[config.mk]
export PLATFORM = sky130hd
export DESIGN_NAME = link_frame_stat_counters
export DESIGN_NICKNAME = d
export VERILOG_FILES = /design/src/link_frame_stat_counters_pkg.sv /design/src/link_frame_stat_counters.sv
export VERILOG_INCLUDE_DIRS = /design/src
export SDC_FILE = /design/constraint.sdc
export NUM_CORES = 1
export LEC_CHECK = 0
export BUFFER_PORTS_ARGS = -buffer_cell sky130_fd_sc_hd__buf_2
export CORE_MARGIN = 5
export CORE_UTILIZATION = 38
export CTS_BUF_LIST = sky130_fd_sc_hd__clkbuf_4
export CTS_CLUSTER_SIZE = 25
export DETAILED_ROUTE_END_ITERATION = 8
export HOLD_SLACK_MARGIN = 0.05
export MAX_ROUTING_LAYER = met4
export PLACE_DENSITY = 0.58
export SYNTH_ARGS = -nofsm -noshare
export SYNTH_HDL_FRONTEND = slang
export SYNTH_SLANG_ARGS = --single-unit
[constraint.sdc]
create_clock -name core_clk -period 2.5 [get_ports core_clk]
set_input_delay 0.625 -clock core_clk [delete_from_list [all_inputs] [get_ports core_clk]]
set_output_delay 0.625 -clock core_clk [all_outputs]
set_load 0.01 [all_outputs]
[src/link_frame_stat_counters_map.svh]
`ifndef LINK_FRAME_STAT_COUNTERS_MAP_SVH
`define LINK_FRAME_STAT_COUNTERS_MAP_SVH

// ----------------------------------------------------------------------------
// Register indices; byte address is four times the index.
// ----------------------------------------------------------------------------
`define LFSC_IDX_HOST_HI      10'h26b
`define LFSC_IDX_HOST_LO      10'h26c
`define LFSC_IDX_LOWER_HI     10'h26d
`define LFSC_IDX_LOWER_LO     10'h26e
`define LFSC_IDX_UPPER_HI     10'h26f
`define LFSC_IDX_UPPER_LO     10'h270
`define LFSC_IDX_HOST_SNAP    10'h2a0
`define LFSC_IDX_LOWER_SNAP   10'h2a1
`define LFSC_IDX_UPPER_SNAP   10'h2a2
`define LFSC_IDX_COUNT_EN     10'h2a3

// ----------------------------------------------------------------------------
// Count limit and reset values.
// ----------------------------------------------------------------------------
`define LFSC_COUNT_MAX        16'hffff
`define LFSC_COUNT_RESET      16'h0000
`define LFSC_COUNT_EN_RESET   3'h7
`define LFSC_BYTE_RESET       8'h00

// ----------------------------------------------------------------------------
// AXI response codes.
// ----------------------------------------------------------------------------
`define LFSC_RESP_OKAY        2'h0
`define LFSC_RESP_DECERR      2'h3

`endif

[src/link_frame_stat_counters_pkg.sv]
`default_nettype none

package link_frame_stat_counters_pkg;
	typedef logic [15:0] count_t;
	typedef logic [9:0]  reg_index_t;
	typedef enum {PORT_HOST, PORT_LOWER, PORT_UPPER, PORT_COUNT} port_t;
endpackage

`default_nettype wire

[src/link_frame_stat_counters.sv]
`timescale 1ns/1ps
`default_nettype none
`include "link_frame_stat_counters_map.svh"

module link_frame_stat_counters #(
	parameter int ADDR_WIDTH = 12
) (
	input  wire logic                  core_clk,
	input  wire logic                  reset,
	input  wire logic                  host_frame_valid,
	input  wire logic                  lower_frame_valid,
	input  wire logic                  upper_frame_valid,
	input  wire logic [ADDR_WIDTH-1:0] s_axi_awaddr,
	input  wire logic                  s_axi_awvalid,
	output var  logic                  s_axi_awready,
	input  wire logic [31:0]           s_axi_wdata,
	input  wire logic [3:0]            s_axi_wstrb,
	input  wire logic                  s_axi_wvalid,
	output var  logic                  s_axi_wready,
	output var  logic [1:0]            s_axi_bresp,
	output var  logic                  s_axi_bvalid,
	input  wire logic                  s_axi_bready,
	input  wire logic [ADDR_WIDTH-1:0] s_axi_araddr,
	input  wire logic                  s_axi_arvalid,
	output var  logic                  s_axi_arready,
	output var  logic [31:0]           s_axi_rdata,
	output var  logic [1:0]            s_axi_rresp,
	output var  logic                  s_axi_rvalid,
	input  wire logic                  s_axi_rready
);

	localparam int NPORT = int'(link_frame_stat_counters_pkg::PORT_COUNT);

	// ------------------------------------------------------------------------
	// Read address decode.
	// ------------------------------------------------------------------------
	link_frame_stat_counters_pkg::reg_index_t rd_index;
	logic                                     rd_take;
	logic [NPORT-1:0]                         frame_valid;
	logic [NPORT-1:0]                         snap_take;
	logic [NPORT-1:0]                         count_en_reg;
	logic [NPORT-1:0]                         count_en_next;
	link_frame_stat_counters_pkg::count_t     snap_all [NPORT];

	assign rd_index    = s_axi_araddr[11:2];
	assign rd_take     = s_axi_arvalid && s_axi_arready;
	assign frame_valid = {upper_frame_valid, lower_frame_valid, host_frame_valid};
	assign snap_take[int'(link_frame_stat_counters_pkg::PORT_HOST)]  =
		rd_take && (rd_index == `LFSC_IDX_HOST_SNAP);
	assign snap_take[int'(link_frame_stat_counters_pkg::PORT_LOWER)] =
		rd_take && (rd_index == `LFSC_IDX_LOWER_SNAP);
	assign snap_take[int'(link_frame_stat_counters_pkg::PORT_UPPER)] =
		rd_take && (rd_index == `LFSC_IDX_UPPER_SNAP);

	// ------------------------------------------------------------------------
	// Per-port live counter and snapshot.
	// ------------------------------------------------------------------------
	// A frame arriving in the snapshot cycle is counted into the new interval.
	for (genvar g = 0; g < NPORT; g++) begin : port_gen
		link_frame_stat_counters_pkg::count_t live_reg;
		link_frame_stat_counters_pkg::count_t live_next;
		link_frame_stat_counters_pkg::count_t snap_reg;
		link_frame_stat_counters_pkg::count_t snap_next;
		logic                                 bump;

		always_comb begin
			bump      = frame_valid[g] && count_en_reg[g];
			live_next = live_reg;
			snap_next = snap_reg;
			if (snap_take[g]) begin
				snap_next = live_reg;
				live_next = bump ? 16'h0001 : `LFSC_COUNT_RESET;
			end else if (bump && (live_reg != `LFSC_COUNT_MAX)) begin
				live_next = live_reg + 16'h0001;
			end
		end

		always_ff @(posedge core_clk) begin
			if (reset) begin
				live_reg <= `LFSC_COUNT_RESET;
				snap_reg <= `LFSC_COUNT_RESET;
			end else begin
				live_reg <= live_next;
				snap_reg <= snap_next;
			end
		end

		assign snap_all[g] = snap_reg;
	end

	// ------------------------------------------------------------------------
	// Read channel.
	// ------------------------------------------------------------------------
	logic        arready_reg, arready_next;
	logic        rvalid_reg, rvalid_next;
	logic [31:0] rdata_reg, rdata_next;
	logic [1:0]  rresp_reg, rresp_next;
	logic [7:0]  rd_byte;
	logic        rd_hit;

	always_comb begin
		rd_byte = `LFSC_BYTE_RESET;
		rd_hit  = 1'b1;
		case (rd_index)
			`LFSC_IDX_HOST_HI:    rd_byte = snap_all[0][15:8];
			`LFSC_IDX_HOST_LO:    rd_byte = snap_all[0][7:0];
			`LFSC_IDX_LOWER_HI:   rd_byte = snap_all[1][15:8];
			`LFSC_IDX_LOWER_LO:   rd_byte = snap_all[1][7:0];
			`LFSC_IDX_UPPER_HI:   rd_byte = snap_all[2][15:8];
			`LFSC_IDX_UPPER_LO:   rd_byte = snap_all[2][7:0];
			`LFSC_IDX_HOST_SNAP,
			`LFSC_IDX_LOWER_SNAP,
			`LFSC_IDX_UPPER_SNAP: rd_byte = `LFSC_BYTE_RESET;
			`LFSC_IDX_COUNT_EN:   rd_byte = {5'h00, count_en_reg};
			default:              rd_hit  = 1'b0;
		endcase
	end

	always_comb begin
		rvalid_next = rvalid_reg;
		rdata_next  = rdata_reg;
		rresp_next  = rresp_reg;
		if (rvalid_reg && s_axi_rready) begin
			rvalid_next = 1'b0;
		end
		if (rd_take) begin
			rvalid_next = 1'b1;
			rdata_next  = {24'h000000, rd_byte};
			rresp_next  = rd_hit ? `LFSC_RESP_OKAY : `LFSC_RESP_DECERR;
		end
		arready_next = !rvalid_next;
	end

	always_ff @(posedge core_clk) begin
		if (reset) begin
			arready_reg <= 1'b0;
			rvalid_reg  <= 1'b0;
			rdata_reg   <= 32'h00000000;
			rresp_reg   <= `LFSC_RESP_OKAY;
		end else begin
			arready_reg <= arready_next;
			rvalid_reg  <= rvalid_next;
			rdata_reg   <= rdata_next;
			rresp_reg   <= rresp_next;
		end
	end

	// ------------------------------------------------------------------------
	// Write channel.
	// ------------------------------------------------------------------------
	// Address and data are captured separately; the write acts once both are held.
	logic                                     aw_held_reg, aw_held_next;
	logic                                     w_held_reg, w_held_next;
	link_frame_stat_counters_pkg::reg_index_t aw_index_reg, aw_index_next;
	logic [7:0]                               wbyte_reg, wbyte_next;
	logic                                     wlane_reg, wlane_next;
	logic                                     awready_reg, awready_next;
	logic                                     wready_reg, wready_next;
	logic                                     bvalid_reg, bvalid_next;
	logic [1:0]                               bresp_reg, bresp_next;
	logic                                     wr_hit;

	always_comb begin
		aw_held_next  = aw_held_reg;
		w_held_next   = w_held_reg;
		aw_index_next = aw_index_reg;
		wbyte_next    = wbyte_reg;
		wlane_next    = wlane_reg;
		bvalid_next   = bvalid_reg;
		bresp_next    = bresp_reg;
		count_en_next = count_en_reg;
		wr_hit        = 1'b0;
		if (s_axi_awvalid && awready_reg) begin
			aw_held_next  = 1'b1;
			aw_index_next = s_axi_awaddr[11:2];
		end
		if (s_axi_wvalid && wready_reg) begin
			w_held_next = 1'b1;
			wbyte_next  = s_axi_wdata[7:0];
			wlane_next  = s_axi_wstrb[0];
		end
		if (bvalid_reg && s_axi_bready) begin
			bvalid_next = 1'b0;
		end
		if (aw_held_reg && w_held_reg && !bvalid_reg) begin
			case (aw_index_reg)
				`LFSC_IDX_HOST_HI, `LFSC_IDX_HOST_LO, `LFSC_IDX_LOWER_HI,
				`LFSC_IDX_LOWER_LO, `LFSC_IDX_UPPER_HI, `LFSC_IDX_UPPER_LO,
				`LFSC_IDX_HOST_SNAP, `LFSC_IDX_LOWER_SNAP,
				`LFSC_IDX_UPPER_SNAP: wr_hit = 1'b1;
				`LFSC_IDX_COUNT_EN: begin
					wr_hit = 1'b1;
					if (wlane_reg) begin
						count_en_next = wbyte_reg[2:0];
					end
				end
				default: wr_hit = 1'b0;
			endcase
			aw_held_next = 1'b0;
			w_held_next  = 1'b0;
			bvalid_next  = 1'b1;
			bresp_next   = wr_hit ? `LFSC_RESP_OKAY : `LFSC_RESP_DECERR;
		end
		awready_next = !aw_held_next && !bvalid_next;
		wready_next  = !w_held_next && !bvalid_next;
	end

	always_ff @(posedge core_clk) begin
		if (reset) begin
			aw_held_reg  <= 1'b0;
			w_held_reg   <= 1'b0;
			aw_index_reg <= 10'h000;
			wbyte_reg    <= `LFSC_BYTE_RESET;
			wlane_reg    <= 1'b0;
			awready_reg  <= 1'b0;
			wready_reg   <= 1'b0;
			bvalid_reg   <= 1'b0;
			bresp_reg    <= `LFSC_RESP_OKAY;
			count_en_reg <= `LFSC_COUNT_EN_RESET;
		end else begin
			aw_held_reg  <= aw_held_next;
			w_held_reg   <= w_held_next;
			aw_index_reg <= aw_index_next;
			wbyte_reg    <= wbyte_next;
			wlane_reg    <= wlane_next;
			awready_reg  <= awready_next;
			wready_reg   <= wready_next;
			bvalid_reg   <= bvalid_next;
			bresp_reg    <= bresp_next;
			count_en_reg <= count_en_next;
		end
	end

	assign s_axi_awready = awready_reg;
	assign s_axi_wready  = wready_reg;
	assign s_axi_bvalid  = bvalid_reg;
	assign s_axi_bresp   = bresp_reg;
	assign s_axi_arready = arready_reg;
	assign s_axi_rvalid  = rvalid_reg;
	assign s_axi_rdata   = rdata_reg;
	assign s_axi_rresp   = rresp_reg;

endmodule // link_frame_stat_counters

`default_nettype wire

==> metrics.cfg, run 1 <==
[drt]
drc=0
drtAntennaViolNets=0
avgViaCountPerCell=5.217
totalWireLength_mm=14.83
firstDrtPassIters=6
vias=5102
drtIter0Drc=314
detail_route.wl_per_cell_um=15.16

[critical_path]
reg2regPathDepth=6
arrival_ps=2570
cpLargestDelayFamily=simple AND/OR/NAND/NOR gates
path_cells=ha_1, nand2_1, or3_1, o21ai_2, mux2i_1, nor2_1
crit_type=reg2reg
endpoint_kind=register
max_stage_delay_ps=490
cp_max_fo=9
worst_path_max_delay_cell=dfxtp_1
reg2reg_slack_ps=340
crit_buf_inv=0
crit_cells=6
worst_ep_required_time_ps=2910
critPathLaunchType=register

[placed_design]
place_area_um2=6484
port_buffers=50
gp_routability_congestion=0.8491
hpwl_mm=11.10

[timing]
fin_crit_sh_pct=86.28
tns_ps=0
maxSlewHeadroom_pct=65.88
fin_hold_ws_ps=338.5
hold_viol=0
min_period_ps=2157
rsz0062_at_grt=no
fin_worst_skew_ps=14.19
finalSetupViolCount=0
drv_slew=0
fmax_ghz=0.4636
worstMarginPinSlew_ps=510.5

[yosys]
synthCells=694
ys.warnings.count=0
synth_edf_count=0
synth_area_leader_cell=dfxtp_1
synth-main-ff-cell=dfxtp_1
ys_seq_area_share_pct=43.20
ys_ff_latch=130
syn_area_per_cell_um2=8.681
yosysUniqueCellTypes=63
synth_area_um2=6025
ys_top_cells_by_area=dfxtp_1 (43%), mux2i_1 (6.6%), nand2_1 (5.7%)
synth-async-reset-ratio_pct=0
synth_top_area_share_pct=43.20

[cts]
ctsRootBufferMaster=clkbuf_4
cts_buffers=17
insertion_delay_ps=520
cts_sinks=130
clockBufferDepth=2
htreeDepth=4
cts_setup_buffers=0
clk_pin_slew_worst_paths_ps=100
cts_resized=0
cts_hold_buffers=0
cts_tree=done

[run_status]
status=finished clean

[power_and_ir_drop]
power_leakage_nw=2.632
ir_worst_vdd_v=0.0002935
p_per_area_nw_per_um2=554.9
power_mw=3.746

[cells_and_area]
multi_input_area_um2=3156
layout.nets=822
seq_area_um2=2603
n_antenna_cell=0
finalInstanceArea_um2=6750
final_cell_mix=dfxtp_1 (130), nand2_1 (91), nor2_1 (86)
area_delta_synth_final_pct=12.05
layout_commonest_cell=dfxtp_1
layout-drive-gt1-share_pct=15.49
nFillCells=1565

[floorplan]
chipWidth_um=135.9
ios=111
rows=46
start_util_pct=38.34
die_area_um2=18470
die_h_um=135.9
coreArea_um2=15710

[global_route]
first_global_vias=4838
grt_pass1_wl_mm=24.04
overflow=0
antenna_found_initial=0
grt_max_degree=79
groute.usage.overall_pct=16.92

[min_path]
hold_depth=3
hold_path_class=in2reg

[job]
maxCapViolations=0

## power by group
| part | switching (mW) | internal, mW | leakage, nW |
|---|---|---|---|
| Sequential | 0.0315 | 2.10 | 1.05 |
| Clock | 0.712 | 0.658 | 0.155 |
| Combinational | 0.152 | 0.0910 | 1.42 |
## layer usage
metal  up-vias  track usage [%]  wire [um]
met5         -                -          0
met4         0            5.151        148
met3        18            3.923        828
met2       147            26.66       6892
met1      2403            21.72       6956
li1       2534                -          -
## cell type report
cell class | instances | area share [%]
sequential | 130 | 38.55
inverter | 6 | 0.3336
timing repair buffer | 71 | 6.413
clock inverter | 8 | 1.279
multi-input combinational | 523 | 46.75
tap | 216 | 4.004
clock buffer | 24 | 2.669
## worst register-to-register path, delay by kind of cell (launching register included)
| family | cells | cell delay (ps) |
|---|---|---|
| flip-flops | 1 | 490 |
| multiplexers | 1 | 240 |
| AND/OR/NAND/NOR | 3 | 640 |
| adder cells (fa/ha/maj) | 1 | 290 |
| AO/OA/AOI/OAI | 1 | 410 |
## cell families after synthesis
logic type / Yosys count / synth area share (%)
AOI/OAI and AO/OA: 104 / 11.05
xor gates and xnor gates: 34 / 4.943
other: 1 / 0.06225
muxes: 46 / 8.515
DFF: 130 / 43.20
adders and majority gates: 3 / 0.6231
and+or+nand+nor: 312 / 25.65
buffers and inverters: 64 / 5.960
## final timing paths
| check | endpoint | start |
|---|---|---|
| setup / recovery | port_gen[0].live_reg[1] | port_gen[0].live_reg[1] |
| hold / removal | aw_index_reg[2] | s_axi_awaddr[4] |
| setup reg to reg | port_gen[0].live_reg[1] | port_gen[0].live_reg[1] |
| hold reg to reg | port_gen[1].snap_reg[2] | port_gen[1].snap_reg[2] |
## Yosys cell counts, types with 5 or more instances
cell type	count
dfxtp_1	130
nand2_1	91
nor2_1	86
a21oi_1	51
mux2i_1	40
xnor2_1	29
buf_4	27
nand3_1	26
clkbuf_1	24
nor3_1	18
nor4_1	13
nand4_1	12
o21ai_0	12
nor3b_1	9
or3_1	8
a211oi_1	6
and3_1	6
inv_1	6
nor4b_1	6
a221oi_1	5
and2_1	5
and4_1	5
nor2b_1	5
xor2_1	5
## metrics by stage
step | util, % | std cells | setup WS [ps]
after floorplan | - | 717 | 251.3
after global routing | 42.96 | 978 | 136.9
after CTS | 42.96 | 978 | 352.7
after global placement | 41.26 | 946 | 18.09
after detailed placement | 41.26 | 946 | -33.96
final | 42.96 | 978 | 342.9
Power figures use the tool's default switching activity.
==> run 2: changes to the inputs <==
- RECOVER_POWER: default -> 50
==> run 2 against run 1 <==
Net effect:
- utilization is 0.20 points lower
- non-clock buffer count stayed put
- clock power hardly changed
- first-iteration DRC count is 0.32% lower
- critical path type unchanged
- largest power group unchanged
- highest routed layer unchanged
==> metrics.cfg, run 2 (synthesized netlist as in run 1, its figures left out) <==
[global_route]
grt_pass1_wl_mm=24.04  ; unchanged
overflow=0  ; unchanged
groute.usage.overall_pct=16.92  ; unchanged
antenna_found_initial=0  ; unchanged
grt_max_degree=79  ; unchanged
first_global_vias=4838  ; unchanged

[cells_and_area]
multi_input_area_um2=3156  ; unchanged
n_antenna_cell=0  ; unchanged
seq_area_um2=2603  ; unchanged
nFillCells=1576  ; +0.70%
final_cell_count_no_fill=978  ; unchanged
finalInstanceArea_um2=6719  ; -0.46%
final_cell_mix=dfxtp_1 (130), nand2_1 (91), nor2_1 (86)
layout_commonest_cell=dfxtp_1
layout.nets=822  ; unchanged
area_delta_synth_final_pct=11.53
utilization_pct=42.76  ; -0.20 points
layout-drive-gt1-share_pct=13.52  ; -2.0 points

[timing]
maxSlewHeadroom_pct=49.07  ; -17 points
finalSetupViolCount=0  ; unchanged
tns_ps=0  ; unchanged
min_period_ps=2151  ; -5.976 ps
fin_crit_sh_pct=86.04  ; -0.24 points
worstMarginPinSlew_ps=763.9  ; +253.4 ps
hold_viol=0  ; unchanged
drv_slew=0  ; unchanged
rsz0062_at_grt=no
fmax_ghz=0.4649  ; +0.28%
fin_worst_skew_ps=14.35  ; +0.1642 ps

[min_path]
hold_path_class=in2reg

[cts]
cts_hold_buffers=0  ; unchanged
cts_resized=0  ; unchanged
cts_buffers=17  ; unchanged
cts_tree=done
clk_pin_slew_worst_paths_ps=100  ; about the same
ctsRootBufferMaster=clkbuf_4
cts_setup_buffers=0  ; unchanged
clockBufferDepth=2  ; unchanged
cts_sinks=130  ; unchanged
insertion_delay_ps=530  ; about the same
htreeDepth=4  ; unchanged

[power_and_ir_drop]
ir_worst_vdd_v=0.0002936  ; about the same
power.internal_mw=2.847  ; -0.13%
seq_power_share_pct=57.0  ; about the same
power_leakage_nw=2.573  ; -2.2%
power_frac_comb_pct=6.4  ; about the same
switchingPower_uw=898.5  ; +0.35%
power_mw=3.746  ; about the same
swShare_pct=23.99  ; +0.087 points
p_per_area_nw_per_um2=557.5  ; +0.45%
clkPwrFrac_pct=36.6  ; about the same

[critical_path]
arrival_ps=2570  ; about the same
critPathLaunchType=register
cp_max_fo=9  ; unchanged
reg2reg_slack_ps=350  ; about the same
endpoint_kind=register
crit_type=reg2reg
worst_ep_required_time_ps=2920  ; about the same

[drt]
totalWireLength_mm=14.86  ; +0.26%
drc=0  ; unchanged
detail_route.wl_per_cell_um=15.20  ; +0.26%
drtAntennaViolNets=0  ; unchanged
drtIter0Drc=313  ; -0.32%
firstDrtPassIters=5  ; -1
vias=5081  ; -0.41%
avgViaCountPerCell=5.195  ; -0.41%

[placed_design]
port_buffers=50  ; unchanged
place_area_um2=6484  ; unchanged
gp_routability_congestion=0.8491  ; unchanged
hpwl_mm=11.10  ; unchanged
dp_cells=946  ; unchanged

[job]
maxCapViolations=0  ; unchanged

[floorplan]
coreArea_um2=15710  ; unchanged
die_area_um2=18470  ; unchanged
start_util_pct=38.34  ; unchanged
die_h_um=135.9  ; unchanged
rows=46  ; unchanged
chipWidth_um=135.9  ; unchanged
ios=111  ; unchanged

[run_status]
status=finished clean

## run 2: worst max-delay path, stage by stage (launching register included)
cell     delay (ps)
dfxtp_1         490
ha_1            280
nand2_1         110
or3_1           470
o21ai_2         410
mux2i_1         230
nor2_1           60
## run 2: final cells by class
cell class	instances	share of cell area, %
Multi-Input combinational cell	523	46.96
Sequential cell	130	38.73
Timing Repair Buffer	71	5.978
Tap cell	216	4.022
Clock buffer	24	2.682
Clock inverter	8	1.285
Inverter	6	0.3352
## run 2: path summary, 6_finish.rpt
check,to,startpoint,cells past startpoint
min,aw_index_reg[2],s_axi_awaddr[4],3
min reg2reg,port_gen[1].snap_reg[2],port_gen[1].snap_reg[2],2
max,port_gen[0].live_reg[1],port_gen[0].live_reg[1],6
max reg2reg,port_gen[0].live_reg[1],port_gen[0].live_reg[1],6
## run 2: per-stage QoR
step	worst slack, ps	hold slack [ps]
floorplan	251.3	424.3
global placement	18.09	438.3
detailed placement	-33.96	442.3
CTS	352.7	282.8
global route	136.9	284.0
finish	348.9	329.7
## run 2: routing by layer
metal  wire length [um]  vias up  global-route usage [%]
met1               7055     2399                   21.72
met3                756       21                   3.923
met5                  0        -                       -
li1                   -     2528                       -
met4                190        0                   5.151
met2               6862      133                   26.66
## run 2: power by group through the flow
stage / registers (mW) / logic (mW) / clock network, mW
floorplan: 2.18 / 0.178 / 0
global placement: 2.18 / 0.236 / 0
detailed placement: 2.18 / 0.241 / 0
CTS: 2.13 / 0.243 / 1.42
global route: 2.14 / 0.265 / 1.52
finish: 2.13 / 0.240 / 1.37
